### config.mk
export PLATFORM = sky130hd
export DESIGN_NAME = sdls_loop_switch
export DESIGN_NICKNAME = d
export VERILOG_FILES = /design/src/pkg/sdls_pkg.sv /design/src/hdl/sdls_settle_timer.sv /design/src/hdl/sdls_loop_switch.sv
export SDC_FILE = /design/constraint.sdc
export NUM_CORES = 1
export LEC_CHECK = 0
export ABC_AREA = 1
export BUFFER_PORTS_ARGS = -buffer_cell sky130_fd_sc_hd__buf_2
export CAP_MARGIN = 10
export CORE_AREA = 2 2 262 135
export DETAILED_ROUTE_END_ITERATION = 12
export DIE_AREA = 0 0 264 137
export MAX_ROUTING_LAYER = met4
export PLACE_DENSITY_LB_ADDON = 0.05
export SKIP_CTS_REPAIR_TIMING = 1
export SLEW_MARGIN = 20
export SYNTH_ARGS = -nofsm -noshare
export SYNTH_HDL_FRONTEND = slang
export SYNTH_HIERARCHICAL = 1
export SYNTH_SLANG_ARGS = --single-unit
export TNS_END_PERCENT = 100
### constraint.sdc
create_clock -name CLK_SYS -period 3.7 [get_ports CLK_SYS]
set_input_delay 0.185 -clock CLK_SYS [delete_from_list [all_inputs] [get_ports CLK_SYS]]
set_output_delay 0.185 -clock CLK_SYS [all_outputs]
set_load 0.005 [all_outputs]
### src/pkg/sdls_pkg.sv
// shared constants for the dead band loop switch
package sdls_pkg;

   // ==========================================================
   // clock and settle tick timing
   localparam int SDLS_CLK_MHZ  = 100;                      // system clock rate
   localparam int SDLS_TICK_US  = 120;                      // settle tick length
   localparam int SDLS_TICK_CYC = SDLS_TICK_US * SDLS_CLK_MHZ; // cycles per tick

   // ==========================================================
   // register byte offsets
   localparam logic [7:0] SDLS_OFS_MODE   = 8'h00;  // moving-allow bit
   localparam logic [7:0] SDLS_OFS_THRESH = 8'h04;  // exit and entry thresholds
   localparam logic [7:0] SDLS_OFS_DELAY  = 8'h08;  // settle delay in ticks
   localparam logic [7:0] SDLS_OFS_TORQUE = 8'h0C;  // holding and moving torque
   localparam logic [7:0] SDLS_OFS_STATUS = 8'h10;  // loop state, read only

   // ==========================================================
   // field positions
   localparam int SDLS_LO_POS = 0;                  // low half of a word
   localparam int SDLS_HI_POS = 16;                 // high half of a word
   localparam int SDLS_ST_OPEN_POS = 0;             // status: open loop
   localparam int SDLS_ST_QUAL_POS = 1;             // status: entry qualified
   localparam int SDLS_ST_DBND_POS = 2;             // status: plain dead band

   // ==========================================================
   // values after reset
   localparam logic        SDLS_RST_MODE    = 1'b0;     // only when stopped
   localparam logic [15:0] SDLS_RST_EXIT    = 16'h000A; // exit threshold
   localparam logic [15:0] SDLS_RST_ENTRY   = 16'h0004; // entry threshold
   localparam logic [15:0] SDLS_RST_DELAY   = 16'h04E2; // 1250 ticks
   localparam logic [15:0] SDLS_RST_HOLD_TQ = 16'h0000; // holding torque
   localparam logic [15:0] SDLS_RST_MOVE_TQ = 16'h0000; // moving torque

   // ==========================================================
   // loop states
   typedef enum logic [0:0] {
      SDLS_CLOSED = 1'b0,
      SDLS_OPEN   = 1'b1
   } sdls_state_t;

endpackage : sdls_pkg

### src/hdl/sdls_settle_timer.sv
// settle delay counter driven by a 120 us tick divider
`timescale 1ns/10ps
`default_nettype none

module sdls_settle_timer
   import sdls_pkg::*;
#(
   parameter int TICK_CYC = SDLS_TICK_CYC              // cycles per tick
) (
   input  wire logic        clk,                       // system clock
   input  wire logic        rst,                       // sync reset, high
   input  wire logic        qualify,                   // entry conditions hold
   input  wire logic [15:0] delay,                     // ticks to wait
   output logic             done                       // delay has elapsed
);

   localparam logic [15:0] TICK_LAST = 16'(TICK_CYC - 1);

   logic [15:0] pre_r;                                 // tick divider
   logic [15:0] ticks_r;                               // ticks while qualified
   wire         tick_en  = (pre_r == TICK_LAST);       // one-cycle tick pulse
   wire         ticks_sat = (ticks_r == 16'hFFFF);

   // ==========================================================
   // divider and tick counter, both restart when qualify drops
   always_ff @(posedge clk) begin
      if (rst || !qualify) begin
         pre_r   <= 16'h0000;
         ticks_r <= 16'h0000;
      end else begin
         pre_r <= tick_en ? 16'h0000 : pre_r + 16'h0001;
         if (tick_en && !ticks_sat) begin
            ticks_r <= ticks_r + 16'h0001;
         end
      end
   end

   // elapsed once the full count of ticks has passed
   assign done = qualify && (ticks_r >= delay);
endmodule : sdls_settle_timer

`default_nettype wire

### src/hdl/sdls_loop_switch.sv
// dead band loop switch with its register slave
`timescale 1ns/10ps
`default_nettype none

module sdls_loop_switch
   import sdls_pkg::*;
#(
   parameter int TICK_CYC = SDLS_TICK_CYC              // cycles per settle tick
) (
   input  wire logic        CLK_SYS,                   // 100 MHz clock
   input  wire logic        SYS_RST,                   // sync reset, high
   input  wire logic [15:0] POS_ERR,                   // signed error, counts
   input  wire logic [15:0] TORQUE_CMD,                // signed present torque
   input  wire logic        MOTION_ACTIVE,             // profiler is moving
   output logic             OPEN_LOOP,                 // holding open loop
   output logic             DEAD_BAND,                 // plain dead band active
   input  wire logic [7:0]  AV_ADDRESS,                // byte address
   input  wire logic        AV_READ,                   // read request
   input  wire logic        AV_WRITE,                  // write request
   input  wire logic [31:0] AV_WRITEDATA,              // write data
   input  wire logic [3:0]  AV_BYTEENABLE,             // write lanes
   output logic [31:0]      AV_READDATA,               // read data
   output logic             AV_WAITREQUEST             // stall, high
);

   // ==========================================================
   // functions
   function automatic logic [15:0] sdls_abs(input logic [15:0] v);
      sdls_abs = v[15] ? 16'(~v + 16'h0001) : v;
   endfunction : sdls_abs

   function automatic logic [15:0] sdls_merge(input logic [15:0] old_v,
                                              input logic [15:0] new_v,
                                              input logic [1:0]  be);
      sdls_merge = {be[1] ? new_v[15:8] : old_v[15:8],
                    be[0] ? new_v[7:0]  : old_v[7:0]};
   endfunction : sdls_merge

   // ==========================================================
   // configuration registers
   logic        mode_r;                                // moving allowed
   logic [15:0] exit_thr_r;                            // open to closed limit
   logic [15:0] entry_thr_r;                           // closed to open limit
   logic [15:0] delay_r;                               // settle ticks
   logic [15:0] hold_tq_r;                             // holding torque limit
   logic [15:0] move_tq_r;                             // moving torque limit

   sdls_state_t state_r;                               // loop state
   sdls_state_t state_nxt;
   logic        dband_r;                               // dead band flag
   logic        wait_r;                                // bus stall flag
   logic [31:0] rdata_r;                               // read data holder
   logic [31:0] rdata_nxt;

   // ==========================================================
   // error and torque comparisons
   wire [15:0] err_mag   = sdls_abs(POS_ERR);
   wire [15:0] tq_mag    = sdls_abs(TORQUE_CMD);
   wire [15:0] entry_mag = sdls_abs(entry_thr_r);
   wire        entry_neg = entry_thr_r[15];
   wire        lims_zero = (hold_tq_r == 16'h0000) && (move_tq_r == 16'h0000);
   wire        err_out   = err_mag > exit_thr_r;
   wire        err_in    = err_mag <= entry_mag;
   // torque gate skipped for negative entry or plain dead band
   wire        tq_ok     = entry_neg || lims_zero
                           || (tq_mag < hold_tq_r);
   wire        motion_blk = !mode_r && MOTION_ACTIVE;
   wire        qualify   = (state_r == SDLS_CLOSED) && err_in && tq_ok && !motion_blk;
   wire        settle_done;

   // ==========================================================
   // settle delay counter
   sdls_settle_timer #(
      .TICK_CYC (TICK_CYC)
   ) u_settle (
      .clk     (CLK_SYS),
      .rst     (SYS_RST),
      .qualify (qualify),
      .delay   (delay_r),
      .done    (settle_done)
   );

   // ==========================================================
   // loop state decision
   always_comb begin
      state_nxt = state_r;
      case (state_r)
         SDLS_CLOSED: begin
            if (qualify && settle_done) begin
               state_nxt = SDLS_OPEN;
            end
         end
         SDLS_OPEN: begin
            if (err_out || motion_blk) begin
               state_nxt = SDLS_CLOSED;
            end
         end
         default: state_nxt = SDLS_CLOSED;
      endcase
   end

   // state and output flags
   always_ff @(posedge CLK_SYS) begin
      if (SYS_RST) begin
         state_r <= SDLS_CLOSED;
         dband_r <= 1'b0;
      end else begin
         state_r <= state_nxt;
         dband_r <= (state_nxt == SDLS_OPEN) && lims_zero;
      end
   end

   assign OPEN_LOOP = state_r;
   assign DEAD_BAND = dband_r;

   // ==========================================================
   // bus decode
   wire        req     = AV_READ || AV_WRITE;
   wire        commit  = req && !wait_r;               // master samples low here
   wire        wr_go   = commit && AV_WRITE;
   wire        hit_mode   = (AV_ADDRESS == SDLS_OFS_MODE);
   wire        hit_thresh = (AV_ADDRESS == SDLS_OFS_THRESH);
   wire        hit_delay  = (AV_ADDRESS == SDLS_OFS_DELAY);
   wire        hit_torque = (AV_ADDRESS == SDLS_OFS_TORQUE);
   wire        hit_status = (AV_ADDRESS == SDLS_OFS_STATUS);
   wire [15:0] wd_lo   = AV_WRITEDATA[SDLS_LO_POS +: 16];
   wire [15:0] wd_hi   = AV_WRITEDATA[SDLS_HI_POS +: 16];
   wire [1:0]  be_lo   = AV_BYTEENABLE[1:0];
   wire [1:0]  be_hi   = AV_BYTEENABLE[3:2];

   // read mux, unmapped addresses read zero
   always_comb begin
      rdata_nxt = 32'h0000_0000;
      if (hit_mode) begin
         rdata_nxt[0] = mode_r;
      end else if (hit_thresh) begin
         rdata_nxt = {entry_thr_r, exit_thr_r};
      end else if (hit_delay) begin
         rdata_nxt[15:0] = delay_r;
      end else if (hit_torque) begin
         rdata_nxt = {move_tq_r, hold_tq_r};
      end else if (hit_status) begin
         rdata_nxt[SDLS_ST_OPEN_POS] = (state_r == SDLS_OPEN);
         rdata_nxt[SDLS_ST_QUAL_POS] = qualify;
         rdata_nxt[SDLS_ST_DBND_POS] = dband_r;
      end
   end

   // one stall cycle per access, then a single low cycle
   always_ff @(posedge CLK_SYS) begin
      if (SYS_RST) begin
         wait_r  <= 1'b1;
         rdata_r <= 32'h0000_0000;
      end else begin
         wait_r <= !(req && wait_r);
         if (req && wait_r) begin
            rdata_r <= rdata_nxt;
         end
      end
   end

   assign AV_READDATA    = rdata_r;
   assign AV_WAITREQUEST = wait_r;

   // ==========================================================
   // register writes, taken only at the committing edge
   always_ff @(posedge CLK_SYS) begin
      if (SYS_RST) begin
         mode_r      <= SDLS_RST_MODE;
         exit_thr_r  <= SDLS_RST_EXIT;
         entry_thr_r <= SDLS_RST_ENTRY;
         delay_r     <= SDLS_RST_DELAY;
         hold_tq_r   <= SDLS_RST_HOLD_TQ;
         move_tq_r   <= SDLS_RST_MOVE_TQ;
      end else if (wr_go) begin
         if (hit_mode && be_lo[0]) begin
            mode_r <= AV_WRITEDATA[0];
         end
         if (hit_thresh) begin
            exit_thr_r  <= sdls_merge(exit_thr_r, wd_lo, be_lo);
            entry_thr_r <= sdls_merge(entry_thr_r, wd_hi, be_hi);
         end
         if (hit_delay) begin
            delay_r <= sdls_merge(delay_r, wd_lo, be_lo);
         end
         if (hit_torque) begin
            hold_tq_r <= sdls_merge(hold_tq_r, wd_lo, be_lo);
            move_tq_r <= sdls_merge(move_tq_r, wd_hi, be_hi);
         end
      end
   end
endmodule : sdls_loop_switch

`default_nettype wire

==> impl_metrics.py <==
metrics = {
    "run_status": {
        "status": "completed",
    },
    "setup_path": {
        "r2r.worst_path.cells": 24,
        "path_depth": 24,
        "start_kind": "register",
        "crit_family": "simple AND/OR/NAND/NOR gates",
        "cpMaxStageDelayCell": "dfxtp_2",
        "reg2reg_from": "entry_thr_r[1]",
        "path_buf_inv": 7,
        "crit_path_max_fanout": 7,
        "cp.required_ps": 4080,
        "r2r_end": "u_settle/pre_r[4]",
        "critPathCaptureType": "register",
        "worstSetupPathType": "register to register",
        "endpoint": "u_settle/pre_r[4]",
        "max_stage_delay_ps": 330,
        "worstPathArrival_ps": 3910,
        "ff2ff_setup_slack_ps": 170,
        "path_cells": "inv_2 -> buf_6 -> nand3_4 -> nor2_4 -> nand2_2 -> nor3_4 -> nand3_2 -> nor3_4 -> nor2_2 -> xor2_1 -> inv_1 -> ha_4 -> nand4_1 -> nor3_2 -> nand3_1 -> a21oi_2 -> nand2_2 -> inv_2 -> inv_2 -> nor2_4 -> inv_2 -> nor2_4 -> clkinv_4 -> a21oi_1",
        "cp_common_cell": "inv_2",
        "crit_start": "entry_thr_r[1]",
    },
    "clock_network": {
        "htree_num_levels": 4,
        "cts_tree": "built",
        "clk_pin_slew_ps": 70,
        "numCtsBuffers": 17,
        "cts_sinks": 148,
        "clock_latency_ps": 440,
        "cts_buffer_depth": 2,
        "cts_root_buf": "clkbuf_16",
    },
    "sta": {
        "fin_crit_sh_pct": 95.4,
        "tightest_slew_ps": 1020,
        "drv_slew": 0,
        "rsz0062_at_grt": "true",
        "tns_ps": 0,
        "max_freq_ghz": 0.283,
        "setup_viol": 0,
        "max-slew-margin-rel_pct": 31.5,
        "skew_ps": 10.5,
        "hold_viol_final": 0,
        "timing.final.crit_period_ps": 3530,
    },
    "grt": {
        "antenna_found_initial": 2,
        "grt_max_degree": 66,
        "grt_pass1_vias": 8195,
        "track_usage_pct": 20.3,
        "grt_pass1_wl_um": 52000,
        "grt_overflow": 0,
    },
    "yosys": {
        "synth_nets": 1455,
        "yosysUniqueCellTypes": 52,
        "async_flop_share_pct": 0,
        "netlist_instances": 1306,
        "yosysWarnings": 6,
        "synth_edf_count": 0,
        "seq_area_frac_synth_pct": 31.8,
        "syn_area_um2": 9330,
        "avgSynthCellArea_um2": 7.15,
        "synthFlopType": "dfxtp_1",
        "synth-seq-cells": 148,
    },
    "finish": {
        "finalInstanceArea_um2": 11300,
        "final_nets": 1581,
        "layout_commonest_cell": "nand2_1",
        "fill_cells": 3720,
        "layout_common_cells": "270 x nand2_1, 178 x inv_1, 147 x dfxtp_1",
        "final_layout_size_suffix_gt1_share_pct": 21.1,
        "final_util_pct": 33.3,
        "syn_to_final_growth_pct": 21.0,
    },
    "route": {
        "drtAntennaViolNets": 0,
        "drt_iter0_drc": 723,
        "vias_per_cell": 4.69,
        "vias": 8892,
        "drc": 0,
        "first_pass_iters": 5,
        "routedWlPerCell_um": 18.7,
        "wl_um": 35500,
    },
    "min_path": {
        "hold_class": "input port to register",
    },
    "die": {
        "dieArea_um2": 36200,
        "io_pins": 116,
        "die_y_um": 137,
        "die_w_um": 264,
        "initial_core_util_pct": 27.5,
        "row_count": 48,
        "core-area_um2": 33900,
    },
    "placement": {
        "routabilityCongestion": 0.892,
        "dp_hpwl_um": 27900,
        "placed_area_um2": 10400,
        "portBuffers": 115,
    },
    "power_and_ir_drop": {
        "irDropWorstVdd_v": 0.000270,
        "p_per_area_nw_per_um2": 333,
        "p_leak_nw": 4.65,
    },
    "flow_run": {
        "drv_cap": 0,
    },
}
[worst min-delay path: stages]
cell	delay, ps
buf_2	70
inv_1	50
a21oi_1	110
[synth_stat cells (8+ instances only)]
library cell  count  area share, %
a211oi_1         29            2.3
a21oi_1         118            6.3
a21oi_2          11            1.0
buf_2             9           0.48
clkbuf_1         18           0.72
dfxtp_1         148             32
ha_1             68            9.1
inv_1           184            7.4
inv_2            16           0.64
nand2_1         274             11
nand2_2          12           0.80
nand3_1          38            2.0
nand4_1          20            1.3
nor2_1          118            4.7
nor2_2            8           0.54
nor3_1           22            1.2
o211ai_1         12           0.97
o21ai_0          65            3.5
o22ai_2           8            1.1
xnor2_1          13            1.2
xor2_1           35            3.3
[cell type report]
class / instances / area (um2) / share of cell area, %
Inverter: 203 / 769 / 6.81
Antenna cell: 2 / 5.00 / 0.0443
Multi-Input combinational cell: 916 / 5590 / 49.5
Timing Repair Buffer: 145 / 831 / 7.36
Tap cell: 450 / 563 / 4.99
Sequential cell: 148 / 2960 / 26.2
Clock buffer: 18 / 439 / 3.89
Clock inverter: 13 / 123 / 1.09
Timing Repair inverter: 1 / 11.3 / 0.0997
[flip-flops by register name, indices dropped and copies added (netlist names)]
signal            cells
u_settle/ticks_r     16
exit_thr_r           16
u_settle/pre_r       16
AV_READDATA          32
OPEN_LOOP             1
DEAD_BAND             1
mode_r                1
move_tq_r            16
AV_WAITREQUEST        1
entry_thr_r          16
hold_tq_r            16
delay_r              16
[per-stage QoR]
stage               setup WS, ps  power, W  hold slack [ps]  cells
finish                       172   0.00376             10.4   1896
global route               -90.0   0.00393             2.30   1896
CTS                         -102   0.00378            -27.0   1879
detailed placement         -54.3   0.00202              443   1848
global placement             109   0.00202              436   1848
floorplan                    486   0.00186              315   1306
[how the worst min path moves through the flow]
stage                                 start                 to  slack (ps)  cells past startpoint
after CTS                  AV_WRITEDATA[10]        delay_r[10]         -30                      3
after global routing       AV_WRITEDATA[18]       move_tq_r[2]           2                      3
final                      AV_WRITEDATA[12]        delay_r[12]          10                      3
after detailed placement   AV_WRITEDATA[10]        delay_r[10]         440                      3
after global placement    u_settle/pre_r[0]  u_settle/pre_r[0]         440                      1
after floorplan            AV_WRITEDATA[10]        delay_r[10]         320                      2
[cell families after synthesis]
kind of cell	after synthesis	share of synthesized area, %
simple gates	525	25.5
compound gates	275	18.4
buf+inv	242	10.7
flops	148	31.8
fa+ha+maj	68	9.12
xor+xnor	48	4.51
[routing by layer]
metal | GRT usage [%] | vias up | wire length, um
li1 | - | 4546 | -
met1 | 32.2 | 4110 | 20300
met2 | 24.6 | 218 | 12700
met3 | 4.53 | 18 | 2210
met4 | 4.26 | 0 | 279
met5 | - | - | 0
[power by group]
part	switching (W)	internal, W
clock network	0.000796	0.000951
registers	0.00000282	0.00160
logic	0.000265	0.000149
(Power assumes the default switching activity.)
